`config.mk`:
```
export PLATFORM = sky130hd
export DESIGN_NAME = floppy_host_status_rate_regs
export DESIGN_NICKNAME = d
export VERILOG_FILES = /design/src/include/floppy_regs_pkg.sv /design/src/verilog/floppy_host_status_rate_regs.sv
export SDC_FILE = /design/constraint.sdc
export NUM_CORES = 1
export LEC_CHECK = 0
export ABC_AREA = 1
export BUFFER_PORTS_ARGS = -buffer_cell sky130_fd_sc_hd__buf_4
export CAP_MARGIN = 10
export CORE_MARGIN = 3
export CORE_UTILIZATION = 42
export DETAILED_ROUTE_END_ITERATION = 8
export GPL_TIMING_DRIVEN = 1
export PLACE_DENSITY = 0.72
export SLEW_MARGIN = 5
export SYNTH_ARGS = -nofsm -noshare
export SYNTH_HDL_FRONTEND = slang
export SYNTH_SLANG_ARGS = --single-unit
```
`constraint.sdc`:
```
create_clock -name clk -period 2.8 [get_ports clk]
set_input_delay 0 -clock clk [delete_from_list [all_inputs] [get_ports clk]]
set_output_delay 0 -clock clk [all_outputs]
set_load 0.05 [all_outputs]
```
`src/include/floppy_regs_pkg.sv`:
```
package floppy_regs_pkg;

    // Register indices; the byte address on APB is four times the index
    localparam logic [9:0] IDX_DIGITAL_OUTPUT = 10'h3f2;
    localparam logic [9:0] IDX_TAPE_DRIVE_TYPE = 10'h3f3;
    localparam logic [9:0] IDX_RATE_STATUS = 10'h3f4;
    localparam logic [9:0] IDX_COMMAND_DATA = 10'h3f5;
    localparam logic [9:0] IDX_DISK_INPUT = 10'h3f7;
    localparam logic [9:0] IDX_CONFIG_SIX = 10'h3f8;
    localparam logic [9:0] IDX_CONFIG_SEVEN = 10'h3f9;
    localparam logic [9:0] IDX_ENGINE_CFG = 10'h3fa;
    localparam logic [9:0] IDX_FIELD_A_TRACK = 10'h3fb;
    localparam int ADDR_W = 12;

    // Rate select register fields
    localparam int RSC_SOFT_RESET_BIT = 7;
    localparam int RSC_LOW_POWER_BIT = 6;
    localparam int RSC_FIELD_A_LSB = 2;
    localparam logic [7:0] RSC_RESET = 8'h02;
    localparam logic [2:0] FIELD_A_OFF = 3'h7;
    localparam logic [2:0] FIELD_A_DEFAULT = 3'h0;

    // Digital output register: bit 2 low holds the controller in reset
    localparam int DOR_RESET_N_BIT = 2;
    localparam logic [7:0] DOR_RESET = 8'h00;

    // Engine configuration fields
    localparam int CFG_DRIVE_OPT_LSB = 0;
    localparam int CFG_IDENT_BIT = 2;
    localparam int CFG_FIFO_EN_BIT = 3;
    localparam int CFG_THRESH_LSB = 4;
    localparam logic [7:0] CFG_RESET = 8'h04;
    localparam logic [7:0] FIELD_A_TRACK_RESET = 8'h00;

    // Rate codes
    localparam logic [1:0] RATE_1M = 2'h3;
    localparam logic [1:0] RATE_500K = 2'h0;
    localparam logic [1:0] RATE_ALT = 2'h1;
    localparam logic [1:0] RATE_250K = 2'h2;
    localparam logic [1:0] DRIVE_OPT_NORMAL = 2'h0;
    localparam logic [1:0] DRIVE_OPT_THREE_MODE = 2'h1;

    // Resolved MFM data rate
    typedef enum logic [2:0] {
        KBPS_250 = 3'h0,
        KBPS_300 = 3'h1,
        KBPS_500 = 3'h2,
        KBPS_1000 = 3'h3,
        KBPS_2000 = 3'h4
    } data_rate_e;

    // Precompensation delay in half steps of 20.83 ns
    localparam logic [3:0] FIELD_A_DEF_2M = 4'h1;
    localparam logic [3:0] FIELD_A_DEF_1M = 4'h2;
    localparam logic [3:0] FIELD_A_DEF_LOW = 4'h6;

    localparam int FIFO_DEPTH = 16;
    localparam int FIFO_AW = 4;

endpackage

```
`src/verilog/floppy_host_status_rate_regs.sv`:
```
`timescale 1ns/1ps
module floppy_host_status_rate_regs
    import floppy_regs_pkg::*;
(
    // Clock and reset
    input wire logic clk,
    input wire logic sys_rst,
    // APB slave
    input wire logic psel,
    input wire logic penable,
    input wire logic pwrite,
    input wire logic [ADDR_W-1:0] paddr,
    input wire logic [31:0] pwdata,
    output logic [31:0] prdata,
    output logic pready,
    output logic pslverr,
    // Command sequencer status, same clock
    input wire logic [3:0] driveSeekFlag,
    input wire logic commandBusy,
    input wire logic nonDmaExec,
    input wire logic transferDirection,
    input wire logic requestForMaster,
    input wire logic execPhase,
    // Sequencer read data toward the host
    input wire logic engRdValid,
    input wire logic [7:0] engRdData,
    // Disk cable pin
    input wire logic diskChange,
    // Toward the sequencer
    output logic [7:0] cmdWrData,
    output logic cmdWrStrobe,
    output logic hostRdStrobe,
    output logic fifoOverrun,
    output logic fifoThresholdHit,
    output logic softReset,
    output logic lowPower,
    // Data rate and precompensation
    output logic [2:0] dataRate,
    output logic [3:0] precompHalfSteps,
    output logic [7:0] precompStartTrack,
    // Drive pins
    output logic densityOutput,
    output logic [1:0] rateOutputPin
);

    logic [7:0] rsc_r, rsc_nxt;
    logic [1:0] rateCode_r, rateCode_nxt;
    logic [1:0] tapeSel_r, tapeSel_nxt;
    logic [7:0] dor_r, dor_nxt;
    logic [7:0] cr6_r, cr6_nxt;
    logic [7:0] cr7_r, cr7_nxt;
    logic [7:0] cfg_r, cfg_nxt;
    logic [7:0] track_r, track_nxt;
    logic lowPower_r, lowPower_nxt;
    logic swPulse_r, swPulse_nxt;
    logic softReset_r, softReset_nxt;
    logic pready_r, pready_nxt;
    logic pslverr_r, pslverr_nxt;
    logic [31:0] prdata_r, prdata_nxt;
    logic [7:0] cmdWrData_r, cmdWrData_nxt;
    logic cmdWrStrobe_r, cmdWrStrobe_nxt;
    logic hostRdStrobe_r, hostRdStrobe_nxt;
    logic overrun_r, overrun_nxt;
    logic thresh_r, thresh_nxt;
    logic [2:0] dataRate_r, dataRate_nxt;
    logic [3:0] field_a_r, field_a_nxt;
    logic density_r, density_nxt;
    logic [1:0] ratePin_r, ratePin_nxt;
    logic [2:0] dskSync_r;
    logic dskLevel_r, dskLevel_nxt;
    logic execPrev_r;

    logic [7:0] fifoMem [FIFO_DEPTH];
    logic [FIFO_AW-1:0] wrPtr_r, wrPtr_nxt;
    logic [FIFO_AW-1:0] rdPtr_r, rdPtr_nxt;
    logic [FIFO_AW:0] count_r, count_nxt;

    logic access, doWrite, doRead;
    logic [9:0] index;
    logic fifoFull, fifoEmpty, push, pop, flush;
    logic request_for_master;
    logic [7:0] statusByte, tapeByte, readByte;
    logic [1:0] cr6Pair;
    logic mapped;

    assign prdata = prdata_r;
    assign pready = pready_r;
    assign pslverr = pslverr_r;
    assign cmdWrData = cmdWrData_r;
    assign cmdWrStrobe = cmdWrStrobe_r;
    assign hostRdStrobe = hostRdStrobe_r;
    assign fifoOverrun = overrun_r;
    assign fifoThresholdHit = thresh_r;
    assign softReset = softReset_r;
    assign lowPower = lowPower_r;
    assign dataRate = dataRate_r;
    assign precompHalfSteps = field_a_r;
    assign precompStartTrack = track_r;
    assign densityOutput = density_r;
    assign rateOutputPin = ratePin_r;

    // One wait state: the answer is registered so every output is a flop
    assign access = psel && penable && pready_r;
    assign doWrite = access && pwrite;
    assign doRead = access && !pwrite;
    assign index = paddr[ADDR_W-1:2];

    // With the FIFO off the buffer behaves as a single holding byte
    assign fifoFull = cfg_r[CFG_FIFO_EN_BIT] ?
        (count_r == (FIFO_AW+1)'(FIFO_DEPTH)) : (count_r != '0);
    assign fifoEmpty = (count_r == '0);
    assign flush = execPhase && !execPrev_r;
    assign push = engRdValid && !fifoFull && !flush;
    assign pop = doRead && (index == IDX_COMMAND_DATA) && !fifoEmpty;

    // Reading data is gated by buffered bytes during a read transfer
    always_comb
    begin
        request_for_master = requestForMaster;
        if (execPhase && transferDirection)
        begin
            request_for_master = !fifoEmpty;
        end
    end

    assign statusByte = {request_for_master, transferDirection, nonDmaExec, commandBusy,
        driveSeekFlag};
    assign cr6Pair = cr6_r[{dor_r[1:0], 1'b0} +: 2];
    assign tapeByte = {2'b00, cr6Pair, cr7_r[1], cr7_r[0], tapeSel_r};

    always_comb
    begin
        mapped = 1'b1;
        readByte = 8'h00;
        case (index)
            IDX_DIGITAL_OUTPUT: readByte = dor_r;
            IDX_TAPE_DRIVE_TYPE: readByte = tapeByte;
            IDX_RATE_STATUS: readByte = statusByte;
            IDX_COMMAND_DATA: readByte = fifoMem[rdPtr_r];
            IDX_DISK_INPUT: readByte = {!dskLevel_r, 7'h00};
            IDX_CONFIG_SIX: readByte = cr6_r;
            IDX_CONFIG_SEVEN: readByte = cr7_r;
            IDX_ENGINE_CFG: readByte = cfg_r;
            IDX_FIELD_A_TRACK: readByte = track_r;
            default: mapped = 1'b0;
        endcase
    end

    // Register file, control and bus answer
    always_comb
    begin
        rsc_nxt = rsc_r;
        rateCode_nxt = rateCode_r;
        tapeSel_nxt = tapeSel_r;
        dor_nxt = dor_r;
        cr6_nxt = cr6_r;
        cr7_nxt = cr7_r;
        cfg_nxt = cfg_r;
        track_nxt = track_r;
        lowPower_nxt = lowPower_r;
        swPulse_nxt = 1'b0;
        pready_nxt = psel && penable && !pready_r;
        pslverr_nxt = 1'b0;
        prdata_nxt = prdata_r;
        cmdWrData_nxt = cmdWrData_r;
        cmdWrStrobe_nxt = 1'b0;
        hostRdStrobe_nxt = 1'b0;
        if (psel && penable && !pready_r)
        begin
            pslverr_nxt = !mapped;
            prdata_nxt = pwrite ? 32'h0000_0000 : {24'h000000, readByte};
        end
        // Soft reset clears first, so a write in the same cycle still lands
        if (softReset_r)
        begin
            lowPower_nxt = 1'b0;
            cfg_nxt[CFG_FIFO_EN_BIT] = 1'b0;
        end
        if (doWrite)
        begin
            case (index)
                IDX_DIGITAL_OUTPUT: dor_nxt = pwdata[7:0];
                IDX_TAPE_DRIVE_TYPE: tapeSel_nxt = pwdata[1:0];
                IDX_RATE_STATUS:
                begin
                    rsc_nxt = {2'b00, pwdata[5:0]};
                    rateCode_nxt = pwdata[1:0];
                    if (pwdata[RSC_LOW_POWER_BIT])
                    begin
                        lowPower_nxt = 1'b1;
                    end
                    swPulse_nxt = pwdata[RSC_SOFT_RESET_BIT];
                end
                IDX_COMMAND_DATA:
                begin
                    cmdWrData_nxt = pwdata[7:0];
                    cmdWrStrobe_nxt = 1'b1;
                end
                IDX_DISK_INPUT: rateCode_nxt = pwdata[1:0];
                IDX_CONFIG_SIX: cr6_nxt = pwdata[7:0];
                IDX_CONFIG_SEVEN: cr7_nxt = pwdata[7:0];
                IDX_ENGINE_CFG: cfg_nxt = pwdata[7:0];
                IDX_FIELD_A_TRACK: track_nxt = pwdata[7:0];
                default: ;
            endcase
        end
        // Any data access or status read wakes the controller
        if (access && ((index == IDX_COMMAND_DATA) ||
            (!pwrite && index == IDX_RATE_STATUS)))
        begin
            lowPower_nxt = 1'b0;
        end
        if (doRead && index == IDX_COMMAND_DATA)
        begin
            hostRdStrobe_nxt = 1'b1;
        end
    end

    // Soft reset: held while DIGITAL_OUTPUT_REG bit 2 is low, pulsed by the self-clearing bit
    assign softReset_nxt = !dor_r[DOR_RESET_N_BIT] || swPulse_r;

    // FIFO and overrun
    always_comb
    begin
        wrPtr_nxt = wrPtr_r;
        rdPtr_nxt = rdPtr_r;
        count_nxt = count_r;
        if (flush || softReset_r)
        begin
            wrPtr_nxt = '0;
            rdPtr_nxt = '0;
            count_nxt = '0;
        end
        else
        begin
            if (push)
            begin
                wrPtr_nxt = wrPtr_r + 1'b1;
            end
            if (pop)
            begin
                rdPtr_nxt = rdPtr_r + 1'b1;
            end
            count_nxt = count_r + (FIFO_AW+1)'(push) - (FIFO_AW+1)'(pop);
        end
        // The sequencer ends the command and pads a write sector on this
        overrun_nxt = engRdValid && fifoFull && !flush;
        thresh_nxt = cfg_r[CFG_FIFO_EN_BIT] &&
            (count_r[FIFO_AW-1:0] >= cfg_r[CFG_THRESH_LSB +: 4] ||
             count_r[FIFO_AW]);
    end

    // Rate, density, rate pins and precompensation
    always_comb
    begin
        logic [1:0] opt;
        logic hiDens;
        logic [2:0] fa;
        opt = cfg_r[CFG_DRIVE_OPT_LSB +: 2];
        fa = rsc_r[RSC_FIELD_A_LSB +: 3];
        hiDens = (rateCode_r == RATE_1M) || (rateCode_r == RATE_500K);
        case (rateCode_r)
            RATE_1M: dataRate_nxt = KBPS_1000;
            RATE_500K: dataRate_nxt = KBPS_500;
            RATE_250K: dataRate_nxt = KBPS_250;
            RATE_ALT:
            begin
                if (opt == DRIVE_OPT_NORMAL)
                begin
                    dataRate_nxt = KBPS_300;
                end
                else if (opt == DRIVE_OPT_THREE_MODE)
                begin
                    dataRate_nxt = KBPS_500;
                end
                else
                begin
                    dataRate_nxt = KBPS_2000;
                end
            end
            default: dataRate_nxt = KBPS_250;
        endcase
        density_nxt = cfg_r[CFG_IDENT_BIT] ? hiDens : !hiDens;
        ratePin_nxt = (opt == DRIVE_OPT_NORMAL) ?
            {rateCode_r[1], rateCode_r[0]} : 2'b00;
        if (fa == FIELD_A_OFF)
        begin
            field_a_nxt = 4'h0;
        end
        else if (fa == FIELD_A_DEFAULT)
        begin
            if (dataRate_nxt == KBPS_2000)
            begin
                field_a_nxt = FIELD_A_DEF_2M;
            end
            else if (dataRate_nxt == KBPS_1000)
            begin
                field_a_nxt = FIELD_A_DEF_1M;
            end
            else
            begin
                field_a_nxt = FIELD_A_DEF_LOW;
            end
        end
        else if (dataRate_nxt == KBPS_2000)
        begin
            field_a_nxt = {1'b0, fa};
        end
        else
        begin
            field_a_nxt = {fa, 1'b0};
        end
    end

    // Disk change: a change counts once the second and third stages agree
    assign dskLevel_nxt = (dskSync_r[1] == dskSync_r[2]) ?
        dskSync_r[2] : dskLevel_r;

    always_ff @(posedge clk)
    begin
        if (push)
        begin
            fifoMem[wrPtr_r] <= engRdData;
        end
    end

    always_ff @(posedge clk or posedge sys_rst)
    begin
        if (sys_rst)
        begin
            rsc_r <= RSC_RESET;
            rateCode_r <= RSC_RESET[1:0];
            tapeSel_r <= 2'b00;
            dor_r <= DOR_RESET;
            cr6_r <= 8'h00;
            cr7_r <= 8'h00;
            cfg_r <= CFG_RESET;
            track_r <= FIELD_A_TRACK_RESET;
            lowPower_r <= 1'b0;
            swPulse_r <= 1'b0;
            softReset_r <= 1'b0;
            pready_r <= 1'b0;
            pslverr_r <= 1'b0;
            prdata_r <= 32'h0000_0000;
            cmdWrData_r <= 8'h00;
            cmdWrStrobe_r <= 1'b0;
            hostRdStrobe_r <= 1'b0;
            overrun_r <= 1'b0;
            thresh_r <= 1'b0;
            dataRate_r <= KBPS_250;
            field_a_r <= FIELD_A_DEF_LOW;
            density_r <= 1'b0;
            ratePin_r <= 2'b10;
            dskSync_r <= 3'b000;
            dskLevel_r <= 1'b0;
            execPrev_r <= 1'b0;
            wrPtr_r <= '0;
            rdPtr_r <= '0;
            count_r <= '0;
        end
        else
        begin
            rsc_r <= rsc_nxt;
            rateCode_r <= rateCode_nxt;
            tapeSel_r <= tapeSel_nxt;
            dor_r <= dor_nxt;
            cr6_r <= cr6_nxt;
            cr7_r <= cr7_nxt;
            cfg_r <= cfg_nxt;
            track_r <= track_nxt;
            lowPower_r <= lowPower_nxt;
            swPulse_r <= swPulse_nxt;
            softReset_r <= softReset_nxt;
            pready_r <= pready_nxt;
            pslverr_r <= pslverr_nxt;
            prdata_r <= prdata_nxt;
            cmdWrData_r <= cmdWrData_nxt;
            cmdWrStrobe_r <= cmdWrStrobe_nxt;
            hostRdStrobe_r <= hostRdStrobe_nxt;
            overrun_r <= overrun_nxt;
            thresh_r <= thresh_nxt;
            dataRate_r <= dataRate_nxt;
            field_a_r <= field_a_nxt;
            density_r <= density_nxt;
            ratePin_r <= ratePin_nxt;
            dskSync_r <= {dskSync_r[1:0], diskChange};
            dskLevel_r <= dskLevel_nxt;
            execPrev_r <= execPhase;
            wrPtr_r <= wrPtr_nxt;
            rdPtr_r <= rdPtr_nxt;
            count_r <= count_nxt;
        end
    end

endmodule

```
# Yosys cells after proc, flatten, opt, wreduce, memory -nomap -nowiden
# Memories as Yosys holds them, arrays and structs flattened.
# Index checks and enable logic that the tools add are counted.
# word_totals
mem_bits_ro	0
word_cells	140
ram_bits	128
mem_count	1
output_inout_bits	66
ff_bits	126
input_bits	68
latch_bits	0
# memory_table
memory	depth	width	rd	rd_ports_with_merged_regs	wr	line_no	rtl
fifoMem	16	8	1	0	1	floppy_host_status_rate_regs.sv:73	logic [7:0] fifoMem [FIFO_DEPTH];
# classes
n_eq_ne	18
shifts	1
n_lt_le_gt_ge	1
n_bitwise	0
n_mul	0
addsub	4
div	0
reduce_logical	49
muxes	36
# op_table
operator	n
== test 10 bit (second input constant)	9
case mux 8 bit (9 select lines)	1
two-way mux 4 bit	9
two-way mux 1 bit	18
AND reduction 2 bit	9
logical AND 1 bit	16
two-way mux 3 bit	4
case mux 3 bit (4 select lines)	1
zero test 1 bit	10
OR reduction 9 bit	1
adder 4 x 1 -> 4 bit (second input constant)	2
two-way mux 8 bit	1
indexed part select 8 x 4 -> 2 bit	1
== test 3 bit (second input constant)	2
adder 5 x 1 -> 5 bit	1
== test 5 bit (second input constant)	1
zero test 5 bit	1
logical OR 1 bit	5
two-way mux 5 bit	1
nonzero test 5 bit	1
subtractor 5 x 1 -> 5 bit	1
== test 2 x 1 -> 1 bit (second input constant)	2
== test 2 bit (second input constant)	2
>= comparator 4 bit	1
7 further kinds	9

# Logic depth before layout (Yosys ltp)
# logic_depth
ltp_word	9
ltp_mapped	18
mapped_depth_nobuf	18

# Worst setup path after synthesis
# No wires, ideal clock.
# synth_path
kind	reg-to-reg
start	reg pready_r, in the netlist pready
end	reg count_r[4]
arrival_time_ns	2.519
setup_slack_ns	0.161
path_buffers	0
setup_ns	0.120
stages_incl_launch_ff	16
required_time_ns	2.680
period_less_slack_ns	2.639
cell_sequence	dfrtp_1 -> nand3_2 -> nor2_1 -> nand3_2 -> inv_2 -> ha_1 -> inv_1 -> ha_1 -> inv_1 -> fa_1 -> inv_1 -> nand2_1 -> a21oi_1 -> nor2_1 -> xor2_1 -> nor2_1
# synth_between
elab_chain_cells	6
# synth_lines
element	line_no	rtl
from (decl)	floppy_host_status_rate_regs.sv:57	logic pready_r, pready_nxt;
from (signal assigned)	floppy_host_status_rate_regs.sv:374	pready_r <= pready_nxt;
logical AND 1 bit	floppy_host_status_rate_regs.sv:103	assign access = psel && penable && pready_r;
logical AND 1 bit	floppy_host_status_rate_regs.sv:105	assign doRead = access && !pwrite;
logical AND 1 bit (2 in series)	floppy_host_status_rate_regs.sv:114	assign pop = doRead && (index == IDX_COMMAND_DATA) && !fifoEmpty;
subtractor 5 x 1 -> 5 bit	floppy_host_status_rate_regs.sv:244	count_nxt = count_r + (FIFO_AW+1)'(push) - (FIFO_AW+1)'(pop);
two-way mux 5 bit	floppy_host_status_rate_regs.sv:228	if (flush || softReset_r)
named net count_nxt[4]	floppy_host_status_rate_regs.sv:76	logic [FIFO_AW:0] count_r, count_nxt;
to (signal assigned)	floppy_host_status_rate_regs.sv:391	count_r <= count_nxt;
to (decl)	floppy_host_status_rate_regs.sv:76	
# The timed path passes the listed nets, and every way through them passes these cells.
# A chain may end at the register's enable or synchronous reset.

# Final worst setup path
# Same ends and word-level chain as after synthesis.

==> impl_metrics.env <==
export IMPL_holdPathStages=6
export IMPL_synth_cells=1086
export IMPL_worstMarginPinSlew_ps=685
export IMPL_combPwrFrac_pct=4.5
export IMPL_max_freq_ghz=0.380
export IMPL_slew_headroom_pct=54.2
export IMPL_n_fill_cell=2114
export IMPL_synth_seq_cells=228
export IMPL_die_area_mm2=0.0269
export IMPL_crit_type="flip-flop to flip-flop"
export IMPL_cp_required_ps=3220
export IMPL_placed_cell_area_mm2=0.0115
export IMPL_synth_enable_flop_cells=128
export IMPL_htreeDepth=1
export IMPL_setup_viol=0
export IMPL_totalWireLength_um=25000
export IMPL_critPathArrivalTime_ps=3050
export IMPL_wl_met2_um=12100
export IMPL_m1WireLength_um=10600
export IMPL_ioPinCount=134
export IMPL_wire_per_inst_um=16.1
export IMPL_via_count=7783
export IMPL_stdcell_area_mm2=0.0126
export IMPL_drtIter0Drc=670
export IMPL_wl_met3_um=1530
export IMPL_finalHoldViolations=0
export IMPL_layout_drive_gt1_share_pct=16.0
export IMPL_clockRootBuffer="clkbuf_16"
export IMPL_ys_types=40
export IMPL_fin_crit_sh_pct=94.0
export IMPL_hold_class="input port to flip-flop"
export IMPL_viasPerCell=5.00
export IMPL_grt_overflow_total=0
export IMPL_cp_end_kind="flip-flop"
export IMPL_ir_drop_mv=0.405
export IMPL_multi_input_area_mm2=0.00341
export IMPL_ys_warn_count=0
export IMPL_seq_area_frac_synth_pct=60.6
export IMPL_synth_area_mm2=0.0105
export IMPL_ant_nets=0
export IMPL_rows=57
export IMPL_hold_path_endpoint="pslverr"
export IMPL_slew_violations=0
export IMPL_dpl_hpwl_um=16600
export IMPL_grt_pass1_vias=7533
export IMPL_timing_final_crit_period_ps=2630
export IMPL_yosysTopAreaCellShare_pct=36.7
export IMPL_io_buffers=83
export IMPL_fin_skew_ps=14.4
export IMPL_fin_nets=1305
export IMPL_avgSynthCellArea_um2=9.65
export IMPL_switchingPower_mw=1.51
export IMPL_reg2reg_slack_ps=170
export IMPL_place_inst=1481
export IMPL_p_leak_nw=5.61
export IMPL_cts_buffers=23
export IMPL_r2r_start="pready"
export IMPL_grt_util_all_layers_pct=18.7
export IMPL_cts_num_sinks=228
export IMPL_finalNonFillerCells=1557
export IMPL_start_util_pct=43.0
export IMPL_antenna_found_initial=0
export IMPL_r2r_cells=15
export IMPL_p_per_area_mw_per_mm2=565
export IMPL_dr_pass1_iters=5
export IMPL_swShare_pct=21.2
export IMPL_die_height_um=164
export IMPL_hp_start="paddr[3]"
export IMPL_gp_congestion=0.912
export IMPL_coreArea_mm2=0.0244
export IMPL_clk_pin_slew_ps=70
export IMPL_grt_pass1_wl_um=39600
export IMPL_synth_area_leaders="edfxtp_1 (37%), dfrtp_1 (23%), nand2_1 (11%)"
export IMPL_clkPwrFrac_pct=45.4
export IMPL_seqPwrFrac_pct=50.1
export IMPL_synth_ff_type="edfxtp_1"
export IMPL_crit_fanout=5
export IMPL_yosys_area_top_type="edfxtp_1"
export IMPL_regArea_mm2=0.00635
export IMPL_area_growth_pct=20.3
export IMPL_drc=0
export IMPL_status="completed"
export IMPL_regToRegEndpoint="count_r[4]"
export IMPL_n_antenna_cell=0
export IMPL_cap_viol_max_count=0
export IMPL_p_int_mw=5.62
export IMPL_grt_max_degree=101
export IMPL_top_layer="met4"
export IMPL_cts_max_path_buffers=3
export IMPL_cts_tree="built"
export IMPL_async_flop_share_pct=43.9
export IMPL_startpoint_type="flip-flop"
export IMPL_clk_latency_ps=510
export IMPL_die_x_um=164
worst max-delay path, stage by stage (launching register included):
cell	delay [ps]
dfrtp_1	390
nand3_2	130
nor2_1	320
nand3_2	160
inv_2	110
ha_1	230
inv_1	60
ha_1	160
inv_1	60
fa_2	350
inv_2	70
nand2_1	70
a21oi_2	120
nor2_1	60
xor2_1	130
nor2_1	130
flip-flops by register name, summed over array words and instances (netlist names), 2 cells and up:
| signal | flops |
|---|---|
| rateOutputPin | 2 |
| rsc_r | 3 |
| precompStartTrack | 8 |
| precompHalfSteps | 4 |
| rateCode_r | 2 |
| tapeSel_r | 2 |
| wrPtr_r | 4 |
| prdata | 8 |
| dataRate | 3 |
| cmdWrData | 8 |
| count_r | 5 |
| cfg_r | 8 |
| rdPtr_r | 4 |
| cr6_r | 8 |
| dor_r | 8 |
| dskSync_r | 3 |
| fifoMem | 128 |
| cr7_r | 8 |
Yosys cell counts, drive strengths merged, types with 4 or more instances:
cell      n
o211ai   21
ha       19
buf      49
xor2      4
o21ai    86
a21oi     7
inv     118
nor2    108
dfrtp    95
nand3    87
clkbuf    9
dfstp     5
nand2   325
edfxtp  128
nor3      6
metrics by stage:
stage	setup WS [ps]	power [mW]	setup TNS, ps	hold slack (ps)	utilization [%]
after floorplan	161	3.83	0	31.4	-
after global placement	209	3.92	0	109	47.0
after detailed placement	128	3.93	0	113	47.0
after CTS	122	7.16	0	80.4	51.6
after global routing	-24.7	7.33	-24.7	141	51.7
final	169	7.13	0	93.7	51.7
cell families (layout without fill, tap and decap cells):
family,count (synthesis),in the layout,share of synthesized area [%]
buffers and inverters,179,303,7.71
adders and majority gates,21,21,2.55
DFF,228,228,60.6
and+or+nand+nor,529,529,22.0
AOI/OAI and AO/OA,123,123,6.67
xor gates and xnor gates,5,5,0.418
other,1,24,0.0358
placed cells by master (no fill, tap or decap), types with 3 or more instances in the layout:
| cell | netlist | final |
|---|---|---|
| a21oi_1 | 7 | 6 |
| inv_2 | 9 | 10 |
| o211ai_1 | 21 | 21 |
| buf_12 | 0 | 3 |
| nor2_2 | 4 | 4 |
| xor2_1 | 4 | 4 |
| nand3_1 | 81 | 81 |
| clkinv_1 | 3 | 5 |
| nor2_4 | 6 | 6 |
| nand2_1 | 315 | 315 |
| bufinv_16 | 0 | 4 |
| nor2_1 | 94 | 94 |
| nor2_8 | 4 | 4 |
| conb_1 | 1 | 24 |
| nand2_2 | 7 | 7 |
| nand3_2 | 5 | 5 |
| clkinv_2 | 0 | 4 |
| dfstp_2 | 5 | 5 |
| ha_1 | 19 | 19 |
| o21ai_0 | 43 | 43 |
| nand2_4 | 3 | 3 |
| edfxtp_1 | 128 | 128 |
| buf_4 | 25 | 105 |
| o21ai_1 | 42 | 42 |
| inv_1 | 109 | 107 |
| clkbuf_16 | 0 | 23 |
| dfrtp_1 | 95 | 95 |
| nor3_1 | 6 | 6 |
| clkbuf_8 | 0 | 3 |
| dlygate4sd3_1 | 0 | 33 |
area by class of cell:
cell class | instances | area share (%)
clock buffer | 27 | 4.92
clock inverter | 14 | 1.43
inverter | 121 | 3.62
multi-input combinational | 702 | 27.1
sequential | 228 | 50.4
tap | 324 | 3.22
timing repair buffer | 141 | 9.35
metal layers:
layer | global-route usage (%) | vias up
li1 | - | 3743
met1 | 25.9 | 3738
met2 | 30.3 | 246
met3 | 2.77 | 56
met4 | 6.42 | 0
met5 | 0 | -
power by group through the flow:
stage	Combinational (mW)	Clock, mW	Sequential, mW
2_1_floorplan	0.176	0	3.65
3_3_place_gp	0.284	0	3.64
3_5_place_dp	0.287	0	3.64
4_1_cts	0.322	3.26	3.57
5_1_grt	0.347	3.41	3.57
6_report	0.321	3.23	3.57
how the worst max path moves through the flow:
stage / endpoint / from / slack, ps
2_1_floorplan: count_r[4] / pready / 160
3_3_place_gp: count_r[4] / count_r[3] / 210
3_5_place_dp: count_r[4] / count_r[3] / 130
4_1_cts: count_r[4] / count_r[3] / 120
5_1_grt: count_r[4] / count_r[2] / -20
6_report: count_r[4] / pready / 170
repair_timing:
item / 4_1_cts / 5_1_grt
hold buffers: 33 / 0
endpoints found under the hold margin: 291 / 0
resized for setup: 0 / 3
setup endpoints to repair: 0 / 1
buffers inserted: 0 / 2
Power figures use the tool's default switching activity.
